[src/verilog/plrs_pkg.sv]
/*
 * Sequencer package: register map, fields, reset values, timing, states.
 * Assumes a 200 MHz clock and classic 32-bit Wishbone.
 */
package plrs_pkg;

    // ************************************************************
    // Clock and time base
    // ************************************************************
    localparam int unsigned CLK_PERIOD_PS = 5000;
    localparam int unsigned TICK_PERIOD_MS = 100;
    localparam int unsigned TICK_CYCLES =
        (TICK_PERIOD_MS * 1000) / (CLK_PERIOD_PS / 1000) * 1000;

    // ************************************************************
    // Register offsets (byte addresses)
    // ************************************************************
    localparam logic [7:0] OFS_CTRL = 8'h00;
    localparam logic [7:0] OFS_UV_ALLOW = 8'h04;
    localparam logic [7:0] OFS_RETRY_WAIT = 8'h08;
    localparam logic [7:0] OFS_FREQ_THR = 8'h0C;
    localparam logic [7:0] OFS_STATUS = 8'h10;
    localparam logic [7:0] OFS_IRQ_STAT = 8'h14;
    localparam logic [7:0] OFS_IRQ_MASK = 8'h18;

    // ************************************************************
    // Control register fields
    // ************************************************************
    localparam int MODE_LSB = 0;
    localparam int ALEN_LSB = 2;
    localparam int CNTSEL_BIT = 4;
    localparam int FUNC_LSB = 8;

    localparam logic [1:0] MODE_TRIP = 2'h0;
    localparam logic [1:0] MODE_ZERO = 2'h1;
    localparam logic [1:0] MODE_MATCH = 2'h2;
    localparam logic [1:0] MODE_MATCH_STOP = 2'h3;

    localparam logic [1:0] ALEN_OFF = 2'h0;
    localparam logic [1:0] ALEN_ON = 2'h1;
    localparam logic [1:0] ALEN_RUN_ONLY = 2'h2;

    localparam logic [7:0] FUNC_POWER_LOSS = 8'h08;

    // ************************************************************
    // Reset values (times in 0.1 s units, frequency in 0.01 Hz)
    // ************************************************************
    localparam logic [1:0] RST_MODE = 2'h0;
    localparam logic [1:0] RST_ALEN = 2'h1;
    localparam logic RST_CNTSEL = 1'b0;
    localparam logic [7:0] RST_FUNC = 8'h08;
    localparam logic [9:0] RST_UV_ALLOW = 10'h00A;
    localparam logic [9:0] RST_RETRY_WAIT = 10'h003;
    localparam logic [15:0] RST_FREQ_THR = 16'h0000;

    // ************************************************************
    // Limits
    // ************************************************************
    localparam logic [4:0] UV_RETRY_MAX = 5'd16;
    localparam logic [1:0] OC_RETRY_MAX = 2'd3;

    // ************************************************************
    // Interrupt status bits
    // ************************************************************
    localparam int IRQ_TRIP = 0;
    localparam int IRQ_RESTART = 1;
    localparam int IRQ_PLOSS = 2;
    localparam int IRQ_FAULT = 3;
    localparam int IRQ_W = 4;

    // ************************************************************
    // Sequencer states
    // ************************************************************
    typedef enum logic [5:0] {
        ST_RUN = 6'b00_0001,
        ST_OUTAGE = 6'b00_0010,
        ST_WAIT = 6'b00_0100,
        ST_RESTART = 6'b00_1000,
        ST_DECEL = 6'b01_0000,
        ST_TRIP = 6'b10_0000
    } plrs_state_e;

endpackage

[src/verilog/plrs_tick.sv]
/*
 * Divider that turns the system clock into a one-cycle enable pulse.
 * Assumes a free running clock and a synchronous active high reset.
 */
`timescale 1ns/1ps
module plrs_tick #(
    parameter int unsigned CYCLES = 20
) (
    input wire logic clk_i,
    input wire logic rst_i,
    output logic tick_o
);
    logic [31:0] cnt;
    logic [31:0] next_cnt;
    logic next_tick;

    always_comb begin
        next_tick = 1'b0;
        next_cnt = cnt + 32'd1;
        if (cnt >= CYCLES - 1) begin
            next_cnt = 32'h0000_0000;
            next_tick = 1'b1;
        end
    end

    always_ff @(posedge clk_i) begin
        if (rst_i) begin
            cnt <= 32'h0000_0000;
            tick_o <= 1'b0;
        end else begin
            cnt <= next_cnt;
            tick_o <= next_tick;
        end
    end
endmodule

[src/verilog/plrs_top.sv]
/*
 * Power-loss retry sequencer with Wishbone registers.
 * Assumes async fault pins and key; other inputs on clk_i.
 */
// Chosen here: the address map and register access over Wishbone.
//
// Contract
// - Mode 00: trip, never restart; alarm on supply faults follows alarm enable
// - Mode 01 restarts from zero; 02 frequency-matches
// - Mode 03: match, decelerate to stop, then trip
// - Power fault: up to 16 restarts, 17th trips
// - Exhausted-retry trip latched until stop/reset key
// - Over-current/voltage: three restarts, fourth fault trips
// - Under-voltage longer than allowance trips, else retry
// - Wait programmable delay before restarting motor
// - Alarm enable: off, on, off while stopping
// - Count select: 16 restarts or unlimited
// - Motor below threshold restarts from zero frequency
// - Function code 08 drives power-loss output
// - Power-loss output low while supply present
// - Match only when output frequency exceeds threshold
`timescale 1ns/1ps
module plrs_top
    import plrs_pkg::*;
#(
    parameter int unsigned TICK_LEN = TICK_CYCLES
) (
    input wire logic clk_i,
    input wire logic rst_i,
    input wire logic wb_cyc_i,
    input wire logic wb_stb_i,
    input wire logic wb_we_i,
    input wire logic [7:0] wb_adr_i,
    input wire logic [3:0] wb_sel_i,
    input wire logic [31:0] wb_dat_i,
    output logic [31:0] wb_dat_o,
    output logic wb_ack_o,
    input wire logic power_fail_i,
    input wire logic undervolt_i,
    input wire logic overcurrent_i,
    input wire logic overvolt_i,
    input wire logic stop_reset_key_i,
    input wire logic [15:0] motor_freq_i,
    input wire logic [15:0] out_freq_i,
    input wire logic stopping_i,
    input wire logic motor_stopped_i,
    input wire logic run_ok_i,
    output logic alarm_o,
    output logic trip_o,
    output logic restart_o,
    output logic restart_match_o,
    output logic decel_o,
    output logic power_loss_flag_o,
    output logic undervolt_flag_o,
    output logic irq_o
);

    // ************************************************************
    // Input synchronisers and time base
    // ************************************************************
    logic [4:0] sync1;
    logic [4:0] sync2;
    logic key_q;
    logic tick;

    always_ff @(posedge clk_i) begin
        if (rst_i) begin
            sync1 <= 5'h00;
            sync2 <= 5'h00;
            key_q <= 1'b0;
        end else begin
            sync1 <= {stop_reset_key_i, overvolt_i, overcurrent_i, undervolt_i, power_fail_i};
            sync2 <= sync1;
            key_q <= sync2[4];
        end
    end

    wire pf = sync2[0];
    wire uv = sync2[1];
    wire oc_ov = sync2[2] | sync2[3];
    wire key_press = sync2[4] & ~key_q;
    wire supply_fault = pf | uv;

    plrs_tick #(
        .CYCLES(TICK_LEN)
    ) u_tick (
        .clk_i(clk_i),
        .rst_i(rst_i),
        .tick_o(tick)
    );

    // ************************************************************
    // Configuration registers
    // ************************************************************
    logic [1:0] restart_mode_sel;
    logic [1:0] powerfail_alarm_en;
    logic restart_count_sel;
    logic [7:0] out_func_sel;
    logic [9:0] undervolt_allow_time;
    logic [9:0] retry_wait_time;
    logic [15:0] restart_freq_threshold;
    logic [IRQ_W-1:0] irq_stat;
    logic [IRQ_W-1:0] irq_mask;

    // ************************************************************
    // Sequencer
    // ************************************************************
    plrs_state_e state;
    plrs_state_e next_state;
    logic [9:0] timer;
    logic [9:0] next_timer;
    logic [4:0] uv_cnt;
    logic [4:0] next_uv_cnt;
    logic [1:0] oc_cnt;
    logic [1:0] next_oc_cnt;
    logic next_alarm;
    logic next_restart;
    logic next_match;
    logic [IRQ_W-1:0] ev;
    logic next_ploss;

    wire alarm_for_supply = (powerfail_alarm_en == ALEN_ON) ||
        (powerfail_alarm_en == ALEN_RUN_ONLY && !stopping_i);
    // Frequency match needs both the motor and the drive above threshold
    wire match_ok = (restart_mode_sel != MODE_ZERO) &&
        (motor_freq_i > restart_freq_threshold) &&
        (out_freq_i > restart_freq_threshold);

    always_comb begin
        next_state = state;
        next_timer = timer;
        next_uv_cnt = uv_cnt;
        next_oc_cnt = oc_cnt;
        next_alarm = alarm_o;
        next_restart = 1'b0;
        next_match = restart_match_o;
        ev = '0;
        ev[IRQ_PLOSS] = next_ploss & ~power_loss_flag_o;
        case (state)
            ST_RUN: begin
                if (run_ok_i) begin
                    next_uv_cnt = 5'd0;
                    next_oc_cnt = 2'd0;
                end
                if (supply_fault) begin
                    ev[IRQ_FAULT] = 1'b1;
                    next_timer = 10'h000;
                    if (restart_mode_sel == MODE_TRIP) begin
                        next_state = ST_TRIP;
                        next_alarm = alarm_for_supply;
                        ev[IRQ_TRIP] = 1'b1;
                    end else begin
                        next_state = ST_OUTAGE;
                    end
                end else if (oc_ov) begin
                    ev[IRQ_FAULT] = 1'b1;
                    next_timer = 10'h000;
                    if (restart_mode_sel == MODE_TRIP || oc_cnt == OC_RETRY_MAX) begin
                        next_state = ST_TRIP;
                        next_alarm = 1'b1;
                        ev[IRQ_TRIP] = 1'b1;
                    end else begin
                        next_oc_cnt = oc_cnt + 2'd1;
                        next_state = ST_WAIT;
                    end
                end
            end
            ST_OUTAGE: begin
                if (supply_fault) begin
                    if (tick) begin
                        next_timer = timer + 10'd1;
                    end
                    // Trips regardless of mode once the allowance runs out
                    if (timer >= undervolt_allow_time) begin
                        next_state = ST_TRIP;
                        next_alarm = alarm_for_supply;
                        ev[IRQ_TRIP] = 1'b1;
                    end
                end else if (!restart_count_sel && uv_cnt == UV_RETRY_MAX) begin
                    next_state = ST_TRIP;
                    next_alarm = alarm_for_supply;
                    ev[IRQ_TRIP] = 1'b1;
                end else begin
                    if (!restart_count_sel) begin
                        next_uv_cnt = uv_cnt + 5'd1;
                    end
                    next_timer = 10'h000;
                    next_state = ST_WAIT;
                end
            end
            ST_WAIT: begin
                if (supply_fault) begin
                    next_timer = 10'h000;
                    next_state = ST_OUTAGE;
                end else if (timer >= retry_wait_time) begin
                    next_state = ST_RESTART;
                end else if (tick) begin
                    next_timer = timer + 10'd1;
                end
            end
            ST_RESTART: begin
                next_restart = 1'b1;
                next_match = match_ok;
                ev[IRQ_RESTART] = 1'b1;
                if (restart_mode_sel == MODE_MATCH_STOP) begin
                    next_state = ST_DECEL;
                end else begin
                    next_state = ST_RUN;
                end
            end
            ST_DECEL: begin
                if (motor_stopped_i) begin
                    next_state = ST_TRIP;
                    next_alarm = 1'b1;
                    ev[IRQ_TRIP] = 1'b1;
                end
            end
            ST_TRIP: begin
                // Only the operator key leaves the trip; software cannot
                if (key_press) begin
                    next_state = ST_RUN;
                    next_alarm = 1'b0;
                    next_uv_cnt = 5'd0;
                    next_oc_cnt = 2'd0;
                end
            end
            default: begin
                next_state = ST_TRIP;
                next_alarm = 1'b1;
            end
        endcase
    end

    always_ff @(posedge clk_i) begin
        if (rst_i) begin
            state <= ST_RUN;
            timer <= 10'h000;
            uv_cnt <= 5'd0;
            oc_cnt <= 2'd0;
            alarm_o <= 1'b0;
            restart_o <= 1'b0;
            restart_match_o <= 1'b0;
        end else begin
            state <= next_state;
            timer <= next_timer;
            uv_cnt <= next_uv_cnt;
            oc_cnt <= next_oc_cnt;
            alarm_o <= next_alarm;
            restart_o <= next_restart;
            restart_match_o <= next_match;
        end
    end

    // ************************************************************
    // Status outputs
    // ************************************************************
    assign next_ploss = (out_func_sel == FUNC_POWER_LOSS) && pf;

    always_ff @(posedge clk_i) begin
        if (rst_i) begin
            power_loss_flag_o <= 1'b0;
            undervolt_flag_o <= 1'b0;
            trip_o <= 1'b0;
            decel_o <= 1'b0;
        end else begin
            power_loss_flag_o <= next_ploss;
            undervolt_flag_o <= uv;
            trip_o <= (next_state == ST_TRIP);
            decel_o <= (next_state == ST_DECEL);
        end
    end

    // ************************************************************
    // Wishbone slave and interrupts
    // ************************************************************
    logic next_ack;
    logic [31:0] next_dat;
    logic [1:0] next_mode;
    logic [1:0] next_alen;
    logic next_cntsel;
    logic [7:0] next_func;
    logic [9:0] next_allow;
    logic [9:0] next_wait;
    logic [15:0] next_thr;
    logic [IRQ_W-1:0] next_istat;
    logic [IRQ_W-1:0] next_imask;
    logic wr;

    always_comb begin
        next_ack = wb_cyc_i & wb_stb_i & ~wb_ack_o;
        wr = next_ack & wb_we_i;
        next_dat = 32'h0000_0000;
        next_mode = restart_mode_sel;
        next_alen = powerfail_alarm_en;
        next_cntsel = restart_count_sel;
        next_func = out_func_sel;
        next_allow = undervolt_allow_time;
        next_wait = retry_wait_time;
        next_thr = restart_freq_threshold;
        next_imask = irq_mask;
        next_istat = irq_stat;
        case (wb_adr_i)
            OFS_CTRL: begin
                next_dat[MODE_LSB +: 2] = restart_mode_sel;
                next_dat[ALEN_LSB +: 2] = powerfail_alarm_en;
                next_dat[CNTSEL_BIT] = restart_count_sel;
                next_dat[FUNC_LSB +: 8] = out_func_sel;
                if (wr && wb_sel_i[0]) begin
                    next_mode = wb_dat_i[MODE_LSB +: 2];
                    next_alen = wb_dat_i[ALEN_LSB +: 2];
                    next_cntsel = wb_dat_i[CNTSEL_BIT];
                end
                if (wr && wb_sel_i[1]) begin
                    next_func = wb_dat_i[FUNC_LSB +: 8];
                end
            end
            OFS_UV_ALLOW: begin
                next_dat[9:0] = undervolt_allow_time;
                if (wr && wb_sel_i[0] && wb_sel_i[1]) begin
                    next_allow = wb_dat_i[9:0];
                end
            end
            OFS_RETRY_WAIT: begin
                next_dat[9:0] = retry_wait_time;
                if (wr && wb_sel_i[0] && wb_sel_i[1]) begin
                    next_wait = wb_dat_i[9:0];
                end
            end
            OFS_FREQ_THR: begin
                next_dat[15:0] = restart_freq_threshold;
                if (wr && wb_sel_i[0] && wb_sel_i[1]) begin
                    next_thr = wb_dat_i[15:0];
                end
            end
            OFS_STATUS: begin
                next_dat[5:0] = state;
                next_dat[12:8] = uv_cnt;
                next_dat[17:16] = oc_cnt;
            end
            OFS_IRQ_STAT: begin
                next_dat[IRQ_W-1:0] = irq_stat;
                if (wr && wb_sel_i[0]) begin
                    next_istat = irq_stat & ~wb_dat_i[IRQ_W-1:0];
                end
            end
            OFS_IRQ_MASK: begin
                next_dat[IRQ_W-1:0] = irq_mask;
                if (wr && wb_sel_i[0]) begin
                    next_imask = wb_dat_i[IRQ_W-1:0];
                end
            end
            default: begin
                next_dat = 32'h0000_0000;
            end
        endcase
        // A new event in the clearing cycle wins over the clear
        next_istat = next_istat | ev;
    end

    always_ff @(posedge clk_i) begin
        if (rst_i) begin
            wb_ack_o <= 1'b0;
            wb_dat_o <= 32'h0000_0000;
            restart_mode_sel <= RST_MODE;
            powerfail_alarm_en <= RST_ALEN;
            restart_count_sel <= RST_CNTSEL;
            out_func_sel <= RST_FUNC;
            undervolt_allow_time <= RST_UV_ALLOW;
            retry_wait_time <= RST_RETRY_WAIT;
            restart_freq_threshold <= RST_FREQ_THR;
            irq_stat <= '0;
            irq_mask <= '0;
            irq_o <= 1'b0;
        end else begin
            wb_ack_o <= next_ack;
            wb_dat_o <= next_dat;
            restart_mode_sel <= next_mode;
            powerfail_alarm_en <= next_alen;
            restart_count_sel <= next_cntsel;
            out_func_sel <= next_func;
            undervolt_allow_time <= next_allow;
            retry_wait_time <= next_wait;
            restart_freq_threshold <= next_thr;
            irq_stat <= next_istat;
            irq_mask <= next_imask;
            irq_o <= |(next_istat & next_imask);
        end
    end

endmodule

[config.mk]
export PLATFORM = sky130hd
export DESIGN_NAME = plrs_top
export DESIGN_NICKNAME = d
export VERILOG_FILES = /design/src/verilog/plrs_pkg.sv /design/src/verilog/plrs_tick.sv /design/src/verilog/plrs_top.sv
export SDC_FILE = /design/constraint.sdc
export NUM_CORES = 1
export LEC_CHECK = 0
export BUFFER_PORTS_ARGS = -buffer_cell sky130_fd_sc_hd__buf_2
export CORE_UTILIZATION = 61
export CTS_CLUSTER_SIZE = 8
export DETAILED_ROUTE_END_ITERATION = 6
export GPL_TIMING_DRIVEN = 0
export PLACE_DENSITY = 0.94
export SLEW_MARGIN = 20
export SYNTH_ARGS = -nofsm -noshare
export SYNTH_HDL_FRONTEND = slang
export SYNTH_SLANG_ARGS = --single-unit
[constraint.sdc]
create_clock -name clk_i -period 4.2 [get_ports clk_i]
set_input_delay 0.63 -clock clk_i [delete_from_list [all_inputs] [get_ports clk_i]]
set_output_delay 0.63 -clock clk_i [all_outputs]
set_load 0.01 [all_outputs]
Word-level counts from Yosys, hierarchy flattened. Cells that the tools add are included. W data, S select, Z words.

Logic and storage cells: 187. Output and inout bits: 41. Flip-flop bits (word level): 165. Input port bits: 89.

Magnitude comparators: 5. Muxes and demuxes: 68. Bitwise logic cells: 16. Reduce and logical (&&, ||, !) cells: 30. $add $sub $neg: 4. Equality and inequality tests: 34.

Operator list (count): $mux W10 (7); $mux W6 (11); $pmux W6 S6 (1); $add A32 B1 Y32 const B (1); $ge A32 B25 Y1 const B (1); $gt A16 B16 Y1 (2); $mux W5 (6); $pmux W10 S3 (1); $pmux W4 S7 (1); $eq A8 B4 Y1 const B (3); $eq A8 B5 Y1 const B (3); $mux W1 (22); $ne A3 B3 Y1 const B (7); $ge A10 B10 Y1 (2); $mux W4 (4); $pmux W5 S3 (1); $eq A6 B5 Y1 const B (2); $eq A6 B6 Y1 const B (2); $ne A2 B2 Y1 const B (6); $reduce_and A2 Y1 (6); $add A10 B1 Y10 const B (1); $mux W2 (5); $pmux W1 S5 (2); $pmux W2 S5 (1); 35 further kinds (59).

Depth between registers and ports, before layout.
Word-level depth: 9. Mapped depth: 10. Gate-level depth less buffers: 8.

Hierarchy. Synthesis repeated with hierarchy kept, for this count alone.

Cell total of the unflattened synthesis: 888. Area, all modules: 7833.8 µm².

Modules (own cells, without submodules): plrs_top (times used 1, seq. area each 2362.3 µm², area an instance 6388.6 µm², cells each 737); plrs_tick (times used 1, seq. area each 660.6 µm², area an instance 1445.1 µm², cells each 151).

Worst setup path before layout. No wires, ideal clock.

Kind: input to register. Start point: in wb_adr_i[1]. End point: reg retry_wait_time[0]. Cell stages on the path: 8. Path buffers: 2. Setup slack: 1.437 ns. Data required time: 4.072 ns. Setup time: 0.128 ns. Data arrival time: 2.635 ns. Path through: or4_1 -> or3_1 -> buf_2 -> or2_1 -> nor3_1 -> buf_2 -> mux2i_1 -> nand2_1.

Word-level cells in the longest chain between the ends: 2.

RTL lines: from (decl) (line plrs_top.sv:33) `input wire logic [7:0] wb_adr_i,`; $eq A8 B4 Y1 (line plrs_top.sv:302) `case (wb_adr_i)`; $reduce_and A2 Y1 (no source line); to (signal assigned) (line plrs_top.sv:382) `retry_wait_time <= next_wait;`; to (decl) (line plrs_top.sv:100) `logic [9:0] retry_wait_time;`.

No other way between the ends. A chain may end at the register's enable or synchronous reset.

Worst setup path after layout.
Start point: in wb_adr_i[1]. End point: reg out_func_sel[3].

Word-level cells in the longest chain between the ends: 2.

RTL lines: $logic_not A8 Y1 (line plrs_top.sv:302); $reduce_and A2 Y1 (no source line); to (signal assigned) (line plrs_top.sv:380) `out_func_sel <= next_func;`; to (decl) (line plrs_top.sv:98) `logic [7:0] out_func_sel;`.

No other way between the ends.

==> reports/metrics.yaml <==
viasPerCell: 6.14
holdBufCountCts: 0
fin_area_sq_um: 9270
n_antenna_cell: 0
ir_drop_v: 0.000365
crit_path_start_kind: "input pin"
synthCells: 912
hold_viol: 0
final_cells: 1232
swShare_pct: 25.9
drive_above_1_share_pct: 16.7
drv_cap: 0
synthTopCellsByCount: "dfxtp_1, nor2_1, mux2i_1, ha_1, nand2_1"
path_class: "input pin to flop"
p_comb_share_pct: 8.6
arrival_ns: 3.14
ys.flop_type: "dfxtp_1"
power.switching_mw: 0.819
num_vias: 7563
gr-total-overflow: 0
ys_seq_elements: 151
cts.sink_count: 151
dieArea_sq_um: 13500
wire_per_inst_um: 17.5
place_area_sq_um: 8720
avgSynthCellArea_sq_um: 8.71
r2r_cells: 9
finClkSkew_ns: 0.00842
drc: 1
hold_path_end: "sync1[3]"
clk_pin_slew_worst_paths_ns: 0.07
initial_utilization_pct: 62.7
critPathMaxFanout: 8
ys_seq_area_share_pct: 38.0
synth_area_leaders: "dfxtp_1, ha_1, mux2i_1"
tightestPinTransition_ns: 1.11
reg2reg_to: "timer[6]"
grt_pass1_vias: 7232
regToRegSetupSlack_ns: 1.36
dp.cells: 1200
wirelength_mm: 21.5
slew_headroom_pct: 24.0
hold_depth: 2
fillCellCount: 907
grt_use_met2_pct: 56.4
ys_types: 71
p_seq_share_pct: 46.3
grt_usage_pct: 33.5
synth.most_common_cell: "dfxtp_1"
rows: 41
hpwlAfterDp_mm: 15.7
status: "complete, but fails checks"
insertion_delay_ns: 0.43
core-area_sq_um: 12700
synth-edff-count: 0
ctsHtreeMaxLevel: 4
intPower_mw: 2.34
ys_warn_count: 0
antenna_found_initial: 0
worst_setup_path_end_kind: "flop"
setup_viol: 0
clk_path_buf_depth: 2
drt_iter0_drc: 742
grt_max_degree: 17
gp_congestion: 0.951
fin_setup_tns_ns: 0
reg2reg_from: "timer[0]"
syn_area_sq_um: 7950
p_total_mw: 3.16
port_buffers: 96
leakage_nw: 3.72
use_met1_pct: 39.2
postRouteAntennaNets: 0
post_cts_resized: 0
nNetsFinal: 1193
die_w_um: 116
cts_setup_buffers: 0
numCtsBuffers: 17
crit_required_ns: 4.50
clockPowerShare_pct: 45.1
finalHoldWorstSlack_ns: 0.403
grt.met3_usage_pct: 8.67
rsz0062_at_grt: "false"
power_density_nw_per_um2: 341
period_minus_slack_ns: 2.85
tritoncts: "done"
syn_to_final_growth_pct: 16.7
violations: "DRC"
grt_pass1_wl_mm: 34.4
post-route-period-util_pct: 67.8
hold_path_class: "input pin to flop"
root_buffer: "clkbuf_16"
drt_first_pass_iters: 7
finalMaxSlewViolations: 0
fmax_ghz: 0.351
async_flop_share_pct: 0
grt_busiest_layer: "met2"
min-delay-start: "overvolt_i"
pin_count: 130
yosysTopAreaCellShare_pct: 38.0
yosys.area.top_type: "dfxtp_1"
die_h_um: 116
[worst max path at each step]
| stage | startpoint | endpoint | slack [ns] | cells past startpoint |
|---|---|---|---|---|
| floorplan | wb_adr_i[1] | retry_wait_time[0] | 1.44 | 8 |
| finish | wb_adr_i[1] | out_func_sel[3] | 1.35 | 9 |
| CTS | state[1] | uv_cnt[3] | 1.43 | 9 |
| global route | wb_adr_i[1] | out_func_sel[3] | 1.20 | 9 |
| global placement | wb_adr_i[1] | out_func_sel[3] | 1.13 | 9 |
| detailed placement | wb_adr_i[1] | retry_wait_time[6] | 1.03 | 9 |
[metal layers]
layer  vias to the layer above  part of all wire (%)
li1                       3497                     -
met1                      3500                    39
met2                       461                    47
met3                       105                   9.2
met4                         0                   5.1
met5                         -                     0
[area by class of cell]
class,count,area [sq um],area share [%]
plain buffers,55,318,3.43
clock buffers,18,439,4.74
multi-input cells,677,4500,48.5
inverters,49,184,1.98
well taps,172,215,2.32
clock inverters,14,116,1.26
repair buffers,96,480,5.18
flip-flops and latches,151,3020,32.6
[power by group through the flow]
stage / registers (mW) / logic (mW) / clock network, mW
global placement: 1.49 / 0.252 / 0
CTS: 1.46 / 0.263 / 1.43
global route: 1.46 / 0.295 / 1.50
detailed placement: 1.49 / 0.259 / 0
finish: 1.46 / 0.271 / 1.43
floorplan: 1.49 / 0.163 / 0
[placed cells by master, fill, tap and decap left out, types with 5 or more instances in the layout]
cell         n
nand2_1     54
o31ai_1     12
mux2i_1     58
xor2_1      13
nand2b_1     8
and2_1      12
dfxtp_1    151
or4_1       14
a22oi_1     12
nor2b_1     17
nor3_1      18
clkbuf_1    22
inv_1       49
buf_1        6
a21oi_1     43
and3_1       9
conb_1      21
nor4b_1      6
nor2_1     125
nand4_1     20
nor4_1       6
a21o_1      10
nand3_1     25
or3_1       15
o21ai_0     31
or2_2        5
o211ai_1     7
xnor2_1     10
clkbuf_16   17
buf_4       15
ha_1        57
o22ai_1      6
buf_2      103
[kinds of logic (layout without fill, tap and decap cells)]
group | count (synthesis) | after routing | share of synthesized area (%)
other | 1 | 21 | 0.0472
buffers and inverters | 104 | 232 | 6.31
xor gates and xnor gates | 23 | 23 | 2.54
DFF | 151 | 151 | 38.0
adders and majority gates | 57 | 57 | 8.98
and+or+nand+nor | 355 | 355 | 23.1
AOI/OAI and AO/OA | 159 | 159 | 13.1
muxes | 62 | 62 | 7.87
[critical path, stage by stage]
cell and delay (ns):
buf_2 0.10, or4_1 0.57, or3_1 0.36, clkbuf_1 0.19
nor2_1 0.45, and3_1 0.24, buf_2 0.26, mux2i_1 0.26
nand2_1 0.07
[state kept, by name, summed over array words and instances, names as in the netlist, 2 cells and up]
register,count
timer,10
undervolt_allow_time,10
out_func_sel,8
restart_freq_threshold,16
sync2,5
oc_cnt,2
sync1,5
irq_stat,4
powerfail_alarm_en,2
u_tick.cnt,32
state,6
restart_mode_sel,2
irq_mask,4
wb_dat_o,18
retry_wait_time,10
uv_cnt,5
[per-stage QoR]
step | util, % | worst slack (ns)
2_1_floorplan | - | 1.44
3_3_place_gp | 68.8 | 1.13
3_5_place_dp | 68.8 | 1.03
4_1_cts | 73.2 | 1.43
5_1_grt | 73.2 | 1.20
6_report | 73.2 | 1.35
(Power assumes the default switching activity.)
